[config.mk]
export PLATFORM = sky130hd
export DESIGN_NAME = aba_accel
export DESIGN_NICKNAME = d
export VERILOG_FILES = /design/src/aba_pkg.sv /design/src/aba_result_mem.sv /design/src/aba_engine.sv /design/src/aba_accel.sv
export VERILOG_INCLUDE_DIRS = /design/src
export SDC_FILE = /design/constraint.sdc
export NUM_CORES = 2
export LEC_CHECK = 0
export ABC_AREA = 1
export CORE_MARGIN = 3
export CORE_UTILIZATION = 60
export CTS_CLUSTER_SIZE = 24
export DETAILED_ROUTE_END_ITERATION = 16
export DONT_BUFFER_PORTS = 1
export PLACE_DENSITY = 0.76
export SKIP_LAST_GASP = 1
export SYNTH_ARGS = -nofsm -noshare
export SYNTH_HDL_FRONTEND = slang
export SYNTH_SLANG_ARGS = --single-unit
[constraint.sdc]
create_clock -name i_clk -period 6 [get_ports i_clk]
set_input_delay 0.6 -clock i_clk [delete_from_list [all_inputs] [get_ports i_clk]]
set_output_delay 0.6 -clock i_clk [all_outputs]
set_load 0.03 [all_outputs]
[src/aba_defs.svh]
// Purpose: Named constants of the byte-wide block cipher accelerator.
// Assumes: Included by bare name from every design file that needs it.
// Notes:   Definitions only.
`ifndef ABA_DEFS_SVH
`define ABA_DEFS_SVH

// ----------------------------------------------------------------------
// Register offsets
// ----------------------------------------------------------------------
`define ABA_OFS_CTRL     2'h0
`define ABA_OFS_STATUS   2'h1
`define ABA_OFS_DIN      2'h2
`define ABA_OFS_DOUT     2'h3

// ----------------------------------------------------------------------
// Control register bit positions
// ----------------------------------------------------------------------
`define ABA_CR_EN        0
`define ABA_CR_MODE_LO   1
`define ABA_CR_MODE_HI   2
`define ABA_CR_DONE_CLR  3
`define ABA_CR_ERR_CLR   4
`define ABA_CR_DONE_IE   5
`define ABA_CR_ERR_IE    6
`define ABA_CR_DMA_EN    7

// ----------------------------------------------------------------------
// Mode codes, last byte indices, computation lengths in clock cycles and reset values
// ----------------------------------------------------------------------
`define ABA_MODE_ENC     2'h0
`define ABA_MODE_KDER    2'h1
`define ABA_MODE_DEC     2'h2
`define ABA_MODE_KDDEC   2'h3
`define ABA_IN_LAST_LONG 5'h1f
`define ABA_IN_LAST_KEY  5'h0f
`define ABA_OUT_LAST     4'hf
`define ABA_CYC_ENCDEC   11'h37c
`define ABA_CYC_KDER     11'h140
`define ABA_CYC_KDDEC    11'h4cc
`define ABA_RST_BYTE     8'h00
`define ABA_RST_BLOCK    128'h0

`endif

[src/aba_pkg.sv]
// Purpose: Types shared by the accelerator files.
// Assumes: Constants live in aba_defs.svh.
// Notes:   Types only.
package aba_pkg;
  typedef enum logic [1:0] {ST_IDLE, ST_INPUT, ST_COMPUTE, ST_OUTPUT} aba_state_e;
  typedef logic [1:0] aba_mode_t;
endpackage : aba_pkg

[src/aba_result_mem.sv]
// Purpose: Sixteen-byte result store with a registered read port.
// Assumes: Whole block is loaded in one cycle; bytes are read by index.
// Notes:   Index 0 is the most significant byte of the block.
`timescale 1ns/1ps
`include "aba_defs.svh"
module aba_result_mem
  import aba_pkg::*;
(
  input  wire logic         i_clk,
  input  wire logic         i_nrst,
  input  wire logic         i_load,
  input  wire logic [127:0] i_block,
  input  wire logic [3:0]   i_idx,
  output logic      [7:0]   o_byte
);
  logic [7:0] mem_q [16];
  logic [7:0] mem_d [16];
  logic [7:0] byte_d;
  logic [7:0] byte_q;

  // Bypass on load so the first byte is valid in the cycle after the load.
  genvar g;
  generate
    for (g = 0; g < 16; g++) begin : g_ent
      always_comb begin
        mem_d[g] = i_load ? i_block[127-8*g -: 8] : mem_q[g];
      end
      always_ff @(posedge i_clk) begin
        if (!i_nrst) begin
          mem_q[g] <= `ABA_RST_BYTE;
        end else begin
          mem_q[g] <= mem_d[g];
        end
      end
    end
  endgenerate

  always_comb begin
    byte_d = mem_d[i_idx];
  end

  always_ff @(posedge i_clk) begin
    if (!i_nrst) begin
      byte_q <= `ABA_RST_BYTE;
    end else begin
      byte_q <= byte_d;
    end
  end

  assign o_byte = byte_q;
endmodule : aba_result_mem

[src/aba_engine.sv]
// Purpose: Iterative block transform with mode-dependent run length.
// Assumes: Key and block are stable in the start cycle.
// Notes:   The round datapath is a compact mixing stand-in; the run length is exact.
`timescale 1ns/1ps
`include "aba_defs.svh"
module aba_engine
  import aba_pkg::*;
(
  input  wire logic         i_clk,
  input  wire logic         i_nrst,
  input  wire logic         i_start,
  input  wire logic         i_abort,
  input  wire aba_mode_t    i_mode,
  input  wire logic [127:0] i_key,
  input  wire logic [127:0] i_blk,
  output logic              o_done,
  output logic      [127:0] o_result
);
  logic [10:0]  cnt_q, cnt_d;
  logic         busy_q, busy_d;
  logic [127:0] s_q, s_d, k_q, k_d;

  always_comb begin
    cnt_d  = cnt_q;
    busy_d = busy_q;
    s_d    = s_q;
    k_d    = k_q;
    o_done = busy_q && (cnt_q == 11'h000);
    if (i_abort) begin
      busy_d = 1'b0;
    end else if (i_start) begin
      busy_d = 1'b1;
      k_d    = i_key;
      s_d    = (i_mode == `ABA_MODE_KDER) ? i_key : i_blk;
      unique case (i_mode)
        `ABA_MODE_KDER:  cnt_d = `ABA_CYC_KDER - 11'h001;
        `ABA_MODE_KDDEC: cnt_d = `ABA_CYC_KDDEC - 11'h001;
        default:         cnt_d = `ABA_CYC_ENCDEC - 11'h001;
      endcase
    end else if (busy_q) begin
      s_d = {s_q[126:0], s_q[127]} ^ k_q;
      k_d = {k_q[119:0], k_q[127:120]};
      if (o_done) begin
        busy_d = 1'b0;
      end else begin
        cnt_d = cnt_q - 11'h001;
      end
    end
  end

  always_ff @(posedge i_clk) begin
    if (!i_nrst) begin
      cnt_q  <= 11'h000;
      busy_q <= 1'b0;
      s_q    <= `ABA_RST_BLOCK;
      k_q    <= `ABA_RST_BLOCK;
    end else begin
      cnt_q  <= cnt_d;
      busy_q <= busy_d;
      s_q    <= s_d;
      k_q    <= k_d;
    end
  end

  assign o_result = s_q;
endmodule : aba_engine

[src/aba_accel.sv]
// Purpose: Byte-wide 128-bit block cipher accelerator with register port and DMA requests.
// Assumes: Single 20 MHz clock, synchronous active-low reset, one-cycle strobes.
// Notes:   Read data stand only in the cycle after the read strobe.
//
// Chosen here: the register offsets and the strobed register port.
`timescale 1ns/1ps
`include "aba_defs.svh"

// Function
// - 128-bit blocks, 128-bit key, key derivation
// - Mode field: enc, kder, dec, kder+dec
// - Enable enters input phase, 32/16 bytes
// - Last byte starts compute; done sets flag
// - Done flag with its enable raises interrupt
// - Sixteen result bytes out, MSB first
// - Any idle time between accesses tolerated
// - Output read in input/compute: read error
// - Input write in compute/output: write error
// - Error flag with enable raises interrupt
// - Errors do not disable or stop processing
// - Disable reinitializes; enable restarts input phase
// - DMA input request while bytes needed
// - DMA output request while result waits
// - DMA runs until disabled, blocks loop
// - Compute lasts 892, 320 or 1228 cycles
// - Error clear bit clears both, reads zero
// - Done clear bit clears flag, reads zero
module aba_accel
  import aba_pkg::*;
(
  input  wire logic       i_clk,
  input  wire logic       i_nrst,
  input  wire logic [1:0] i_addr,
  input  wire logic [7:0] i_wdata,
  input  wire logic       i_wr,
  input  wire logic       i_rd,
  output logic      [7:0] o_rdata,
  output logic            o_irq,
  output logic            o_dma_in_req,
  output logic            o_dma_out_req
);
  // --------------------------------------------------------------------
  // State
  // --------------------------------------------------------------------
  aba_state_e   st_q, st_d;
  aba_mode_t    mode_q, mode_d;
  logic         en_q, en_d;
  logic         dma_q, dma_d;
  logic         done_ie_q, done_ie_d;
  logic         err_ie_q, err_ie_d;
  logic         done_q, done_d;
  logic         read_error_flag_q, read_error_flag_d;
  logic         write_error_flag_q, write_error_flag_d;
  logic [4:0]   in_cnt_q, in_cnt_d;
  logic [3:0]   out_cnt_q, out_cnt_d;
  logic [127:0] key_q, key_d, blk_q, blk_d;
  logic [7:0]   din_q, din_d;
  logic [7:0]   rdata_q, rdata_d;

  logic         ctrl_wr, din_wr, dout_rd;
  logic         in_last, start, eng_done;
  logic [4:0]   in_need;
  logic [127:0] eng_result;
  logic [7:0]   out_byte;

  assign ctrl_wr = i_wr && (i_addr == `ABA_OFS_CTRL);
  assign din_wr  = i_wr && (i_addr == `ABA_OFS_DIN);
  assign dout_rd = i_rd && (i_addr == `ABA_OFS_DOUT);
  assign in_need = (mode_q == `ABA_MODE_KDER) ? `ABA_IN_LAST_KEY : `ABA_IN_LAST_LONG;
  assign in_last = (in_cnt_q == in_need);
  assign start   = (st_q == ST_INPUT) && din_wr && in_last;

  // --------------------------------------------------------------------
  // Submodules
  // --------------------------------------------------------------------
  aba_engine u_engine (
    .i_clk    (i_clk),
    .i_nrst   (i_nrst),
    .i_start  (start),
    .i_abort  (!en_q),
    .i_mode   (mode_q),
    .i_key    (key_d),
    .i_blk    (blk_d),
    .o_done   (eng_done),
    .o_result (eng_result)
  );

  aba_result_mem u_result (
    .i_clk   (i_clk),
    .i_nrst  (i_nrst),
    .i_load  (eng_done),
    .i_block (eng_result),
    .i_idx   (out_cnt_d),
    .o_byte  (out_byte)
  );

  // --------------------------------------------------------------------
  // Control, sequencing and flags
  // --------------------------------------------------------------------
  always_comb begin
    st_d      = st_q;
    mode_d    = mode_q;
    en_d      = en_q;
    dma_d     = dma_q;
    done_ie_d = done_ie_q;
    err_ie_d  = err_ie_q;
    in_cnt_d  = in_cnt_q;
    out_cnt_d = out_cnt_q;
    key_d     = key_q;
    blk_d     = blk_q;
    din_d     = din_q;
    if (din_wr) begin
      din_d = i_wdata;
    end
    unique case (st_q)
      ST_IDLE: begin
      end
      ST_INPUT: begin
        // Outside kder, even bytes feed the key and odd bytes the block, so the host interleaves them; in kder every byte feeds the key.
        if (din_wr) begin
          if ((mode_q == `ABA_MODE_KDER) || !in_cnt_q[0]) begin
            key_d = {key_q[119:0], i_wdata};
          end else begin
            blk_d = {blk_q[119:0], i_wdata};
          end
          in_cnt_d = in_cnt_q + 5'h01;
          if (in_last) begin
            st_d     = ST_COMPUTE;
            in_cnt_d = 5'h00;
          end
        end
      end
      ST_COMPUTE: begin
        if (eng_done) begin
          st_d      = ST_OUTPUT;
          out_cnt_d = 4'h0;
        end
      end
      ST_OUTPUT: begin
        if (dout_rd) begin
          out_cnt_d = out_cnt_q + 4'h1;
          if (out_cnt_q == `ABA_OUT_LAST) begin
            st_d = ST_INPUT;
          end
        end
      end
    endcase
    if (ctrl_wr) begin
      en_d      = i_wdata[`ABA_CR_EN];
      dma_d     = i_wdata[`ABA_CR_DMA_EN];
      done_ie_d = i_wdata[`ABA_CR_DONE_IE];
      err_ie_d  = i_wdata[`ABA_CR_ERR_IE];
      // A mode write while enabled is ignored rather than corrupting a block.
      if (!en_q) begin
        mode_d = i_wdata[`ABA_CR_MODE_HI:`ABA_CR_MODE_LO];
      end
      if (!i_wdata[`ABA_CR_EN]) begin
        st_d      = ST_IDLE;
        in_cnt_d  = 5'h00;
        out_cnt_d = 4'h0;
      end else if (!en_q) begin
        st_d      = ST_INPUT;
        in_cnt_d  = 5'h00;
        out_cnt_d = 4'h0;
      end
    end
  end

  // Set wins over clear for every hardware flag.
  always_comb begin
    done_d  = done_q;
    read_error_flag_d = read_error_flag_q;
    write_error_flag_d = write_error_flag_q;
    if (ctrl_wr && i_wdata[`ABA_CR_DONE_CLR]) begin
      done_d = 1'b0;
    end
    if (ctrl_wr && i_wdata[`ABA_CR_ERR_CLR]) begin
      read_error_flag_d = 1'b0;
      write_error_flag_d = 1'b0;
    end
    if (eng_done && (st_q == ST_COMPUTE)) begin
      done_d = 1'b1;
    end
    if (dout_rd && ((st_q == ST_INPUT) || (st_q == ST_COMPUTE))) begin
      read_error_flag_d = 1'b1;
    end
    if (din_wr && ((st_q == ST_COMPUTE) || (st_q == ST_OUTPUT))) begin
      write_error_flag_d = 1'b1;
    end
  end

  // --------------------------------------------------------------------
  // Register read port
  // --------------------------------------------------------------------
  always_comb begin
    rdata_d = `ABA_RST_BYTE;
    if (i_rd) begin
      unique case (i_addr)
        `ABA_OFS_CTRL:   rdata_d = {dma_q, err_ie_q, done_ie_q, 2'b00, mode_q, en_q};
        `ABA_OFS_STATUS: rdata_d = {5'h00, write_error_flag_q, read_error_flag_q, done_q};
        `ABA_OFS_DIN:    rdata_d = din_q;
        `ABA_OFS_DOUT:   rdata_d = (st_q == ST_OUTPUT) ? out_byte : `ABA_RST_BYTE;
      endcase
    end
  end

  always_ff @(posedge i_clk) begin
    if (!i_nrst) begin
      st_q      <= ST_IDLE;
      mode_q    <= `ABA_MODE_ENC;
      en_q      <= 1'b0;
      dma_q     <= 1'b0;
      done_ie_q <= 1'b0;
      err_ie_q  <= 1'b0;
      done_q    <= 1'b0;
      read_error_flag_q   <= 1'b0;
      write_error_flag_q   <= 1'b0;
      in_cnt_q  <= 5'h00;
      out_cnt_q <= 4'h0;
      key_q     <= `ABA_RST_BLOCK;
      blk_q     <= `ABA_RST_BLOCK;
      din_q     <= `ABA_RST_BYTE;
      rdata_q   <= `ABA_RST_BYTE;
    end else begin
      st_q      <= st_d;
      mode_q    <= mode_d;
      en_q      <= en_d;
      dma_q     <= dma_d;
      done_ie_q <= done_ie_d;
      err_ie_q  <= err_ie_d;
      done_q    <= done_d;
      read_error_flag_q   <= read_error_flag_d;
      write_error_flag_q   <= write_error_flag_d;
      in_cnt_q  <= in_cnt_d;
      out_cnt_q <= out_cnt_d;
      key_q     <= key_d;
      blk_q     <= blk_d;
      din_q     <= din_d;
      rdata_q   <= rdata_d;
    end
  end

  // --------------------------------------------------------------------
  // Outputs
  // --------------------------------------------------------------------
  assign o_rdata       = rdata_q;
  assign o_irq         = (done_q && done_ie_q) || ((read_error_flag_q || write_error_flag_q) && err_ie_q);
  // Level requests held for the whole input or output phase; the DMA keeps issuing single-byte accesses while one is high.
  assign o_dma_in_req  = dma_q && (st_q == ST_INPUT);
  assign o_dma_out_req = dma_q && (st_q == ST_OUTPUT);

  // --------------------------------------------------------------------
  // Checks
  // --------------------------------------------------------------------
  logic [10:0] comp_len_q, comp_len_d, dur_chk;

  always_comb begin
    comp_len_d = (st_q == ST_COMPUTE) ? (comp_len_q + 11'h001) : 11'h000;
    unique case (mode_q)
      `ABA_MODE_KDER:  dur_chk = `ABA_CYC_KDER;
      `ABA_MODE_KDDEC: dur_chk = `ABA_CYC_KDDEC;
      default:         dur_chk = `ABA_CYC_ENCDEC;
    endcase
  end

  always_ff @(posedge i_clk) begin
    if (!i_nrst) begin
      comp_len_q <= 11'h000;
    end else begin
      comp_len_q <= comp_len_d;
    end
  end
endmodule : aba_accel

==> impl_metrics.py <==
metrics = {
    "clock_network": {
        "cts_htree_levels": 3,
        "clk_pin_slew_ns": 0.06,
        "clock_path_buffers": 3,
        "hold_buffers": 0,
        "cts_resized": 0,
        "cts_root_buf": "clkbuf_16",
        "clk_latency_ns": 0.61,
        "postCtsSetupRepairBufs": 0,
        "cts.sinks": 696,
        "cts_tree": "built",
        "cts_buffers": 74,
    },
    "logic_synthesis": {
        "postSynthAreaPerCell_um2": 7.17,
        "synth_edf_count": 0,
        "synthCells": 4311,
        "ys_warn_count": 0,
        "synthArstFlopShare_pct": 0,
        "ys_seq_area_share_pct": 45.1,
        "syn_area_um2": 30900,
        "yosysTopAreaCell": "dfxtp_1",
        "synth_cell_types": 50,
        "synth-seq-cells": 696,
        "synth_nets": 4333,
        "yosys-top-cells-area": "dfxtp_1 45%, a21oi_1 11%, o21ai_0 8.3%",
        "yosys.area.top_type_share_pct": 45.1,
        "synth-main-ff-cell": "dfxtp_1",
    },
    "grt": {
        "grt_usage_pct": 32.4,
        "grt_max_degree": 253,
        "grt_pass1_vias": 25700,
        "grt-ovfl-total": 0,
        "antenna_found_initial": 0,
        "grt_pass1_wl_mm": 141,
    },
    "min_path": {
        "holdCritPathClass": "input port to flop",
        "hold_path_end": "din_q[6]$_SDFFE_PN0P_",
        "whs_path_depth": 2,
        "hold_start": "i_wdata[6]",
    },
    "layout": {
        "seqCellArea_um2": 13900,
        "multi_input_area_um2": 14200,
        "drive_gt1_share_pct": 4.83,
        "fin_util_pct": 65.9,
        "diodes": 0,
        "fin_nets": 4128,
        "area_growth_pct": 7.72,
        "fillers": 4510,
    },
    "setup_path": {
        "critical_path_arrival_ns": 4.48,
        "critPathCaptureType": "flop",
        "r2r-end": "u_engine.o_result[115]$_SDFFE_PN0P_",
        "crit_fanout": 96,
        "crit_required_ns": 6.45,
        "crit_type": "flop to flop",
        "crit_path_start": "mode_q[0]$_SDFFE_PN0P_",
        "worstSetupStartpointType": "flop",
        "r2r_slack_ns": 1.97,
        "reg2reg_from": "mode_q[0]$_SDFFE_PN0P_",
        "r2r_cells": 13,
    },
    "routing": {
        "post_drt_via_cell_ratio": 5.87,
        "drt_iter0_drc": 3290,
        "drcViolationCount": 0,
        "dr.pass1.iters": 6,
        "ant_nets": 0,
        "routed_wl_mm": 89.3,
        "vias": 28400,
        "routedWlPerCell_um": 18.5,
    },
    "timing": {
        "fmax_mhz": 248,
        "fin_crit_sh_pct": 67.2,
        "period_minus_slack_ns": 4.03,
        "setup_viol": 0,
        "tightest_slew_ns": 1.06,
        "skew_ns": 0.0206,
        "slew-limit-headroom_pct": 29.0,
        "fin_setup_tns_ns": 0,
        "timing.final.hold_violations": 0,
        "drv_slew": 0,
        "holdWs_ns": 0.142,
        "rsz0062_at_grt": "no",
    },
    "placement": {
        "hpwlAfterDp_mm": 51.2,
        "io_buffers": 0,
        "gp_congestion": 0.877,
    },
    "power": {
        "leakagePower_nw": 14.2,
        "p_per_area_nw_per_um2": 284,
        "irDropWorstVdd_uv": 218,
    },
    "floorplanning": {
        "initial_core_util_pct": 61.2,
        "die_y_um": 233,
        "die_area_um2": 54300,
        "rows": 82,
        "pin_count": 25,
        "die_w_um": 233,
        "core-area_um2": 50500,
    },
    "flow_run": {
        "maxCapViolCount": 0,
    },
    "outcome": {
        "status": "complete, no violations",
    },
}
logic make-up (layout without fill, tap and decap cells):
group           Yosys count  count (layout)  share of synthesized area [%]
xor+xnor                132             132                           3.74
compound gates         1298            1298                           22.2
simple gates           1439            1439                           18.8
mux                      18              18                          0.583
fa+ha+maj                 8               8                          0.324
flops                   696             696                           45.1
buf+inv                 720             569                           9.27
area by class of cell:
cell class | count | share of cell area (%)
clock buffer | 115 | 6.91
clock inverter | 15 | 0.571
inverter | 409 | 4.71
multi-input combinational | 2895 | 42.5
sequential | 696 | 41.9
tap | 672 | 2.53
timing repair buffer | 30 | 0.902
worst max-delay path by stage:
stage                                          end  slack, ns  depth (start not counted)
2_1_floorplan        u_result.o_byte[6]$_SDFF_PN0_       3.78                         14
3_3_place_gp   u_engine.o_result[127]$_SDFFE_PN0P_       2.18                         11
3_5_place_dp    u_engine.o_result[90]$_SDFFE_PN0P_       2.08                         11
4_1_cts        u_engine.o_result[115]$_SDFFE_PN0P_       2.04                         13
5_1_grt         u_engine.o_result[99]$_SDFFE_PN0P_       1.70                         11
6_report       u_engine.o_result[115]$_SDFFE_PN0P_       1.97                         13
stage by stage:
step / cell area [um^2] / instances / setup WS (ns) / power [W]
floorplan: 30900 / 4311 / 3.78 / 0.00485
finish: 33300 / 4832 / 1.97 / 0.00946
global placement: 30800 / 4702 / 2.18 / 0.00487
detailed placement: 30800 / 4702 / 2.08 / 0.00487
global route: 33300 / 4832 / 1.70 / 0.00966
CTS: 33300 / 4832 / 2.04 / 0.00948
metal layers:
layer	vias to the layer above	GRT usage (%)	share of wire, %
met1	13300	45.2	43
li1	13600	-	-
met5	-	0	0
met2	1264	50.1	44
met3	213	5.88	8.5
met4	0	11.9	3.7
flip-flops by register name, summed over array words and instances, names as in the netlist, 11 cells and up:
signal / flops
u_engine.o_result: 128
u_engine.cnt_q: 11
key_q: 128
u_engine.k_q: 128
blk_q: 128
u_result.mem_q: 128
critical path: stages (launching register included):
cell and delay, ns:
dfxtp_1 0.38, inv_2 0.09, nor2_8 0.57, inv_2 0.46
nand2_1 0.35, nor2_4 0.06, buf_4 0.33, inv_6 0.63
buf_4 0.48, nand2_1 0.12, o21ai_1 0.14, nand2_1 0.07
nand2_1 0.10, a221oi_2 0.06
placed cells by master, fill, tap and decap left out, types with 4 or more instances in the layout:
cell type / instances
clkbuf_1: 16
a221oi_2: 7
nor3_1: 5
o21ai_1: 9
a21boi_0: 27
bufinv_16: 4
ha_1: 8
o21ai_0: 510
buf_12: 6
clkinv_2: 10
clkbuf_16: 78
xor2_1: 131
or2_1: 10
nand2_1: 538
nand2_2: 4
nand3_1: 185
mux2i_1: 18
a31oi_1: 33
nor2_1: 666
inv_2: 8
or2_2: 13
buf_4: 24
a21oi_1: 655
dfxtp_1: 696
clkbuf_8: 21
o21a_1: 22
inv_1: 393
a221oi_1: 15
Yosys cell counts, types with 2 or more instances:
cell type	count
a221o_1	3
buf_2	110
o31ai_1	2
or2_1	10
clkinv_1	2
nor2_4	2
nor2_2	3
o21a_1	22
buf_1	21
a21oi_1	655
nor3_1	5
nand3_1	186
clkbuf_1	174
nand2_1	543
clkbuf_2	2
a21boi_0	27
o21ai_0	510
dfxtp_1	696
ha_1	8
nor2_8	3
or2_0	2
a22o_1	3
xor2_1	131
or2_2	13
o21ai_2	2
nand4_1	3
a31oi_1	33
a221oi_1	15
a221oi_2	7
inv_1	395
a21boi_1	2
o21ai_1	9
inv_2	11
nor2_1	666
mux2i_1	18
buf_4	3
report_power, final:
part	total, W	internal, W	switching (W)	leakage, nW
sequential	0.00464	0.00463	0.00000805	5.61
combinational	0.000132	0.0000245	0.000107	7.37
clock	0.00468	0.00280	0.00188	1.23
(Power assumes the default switching activity.)
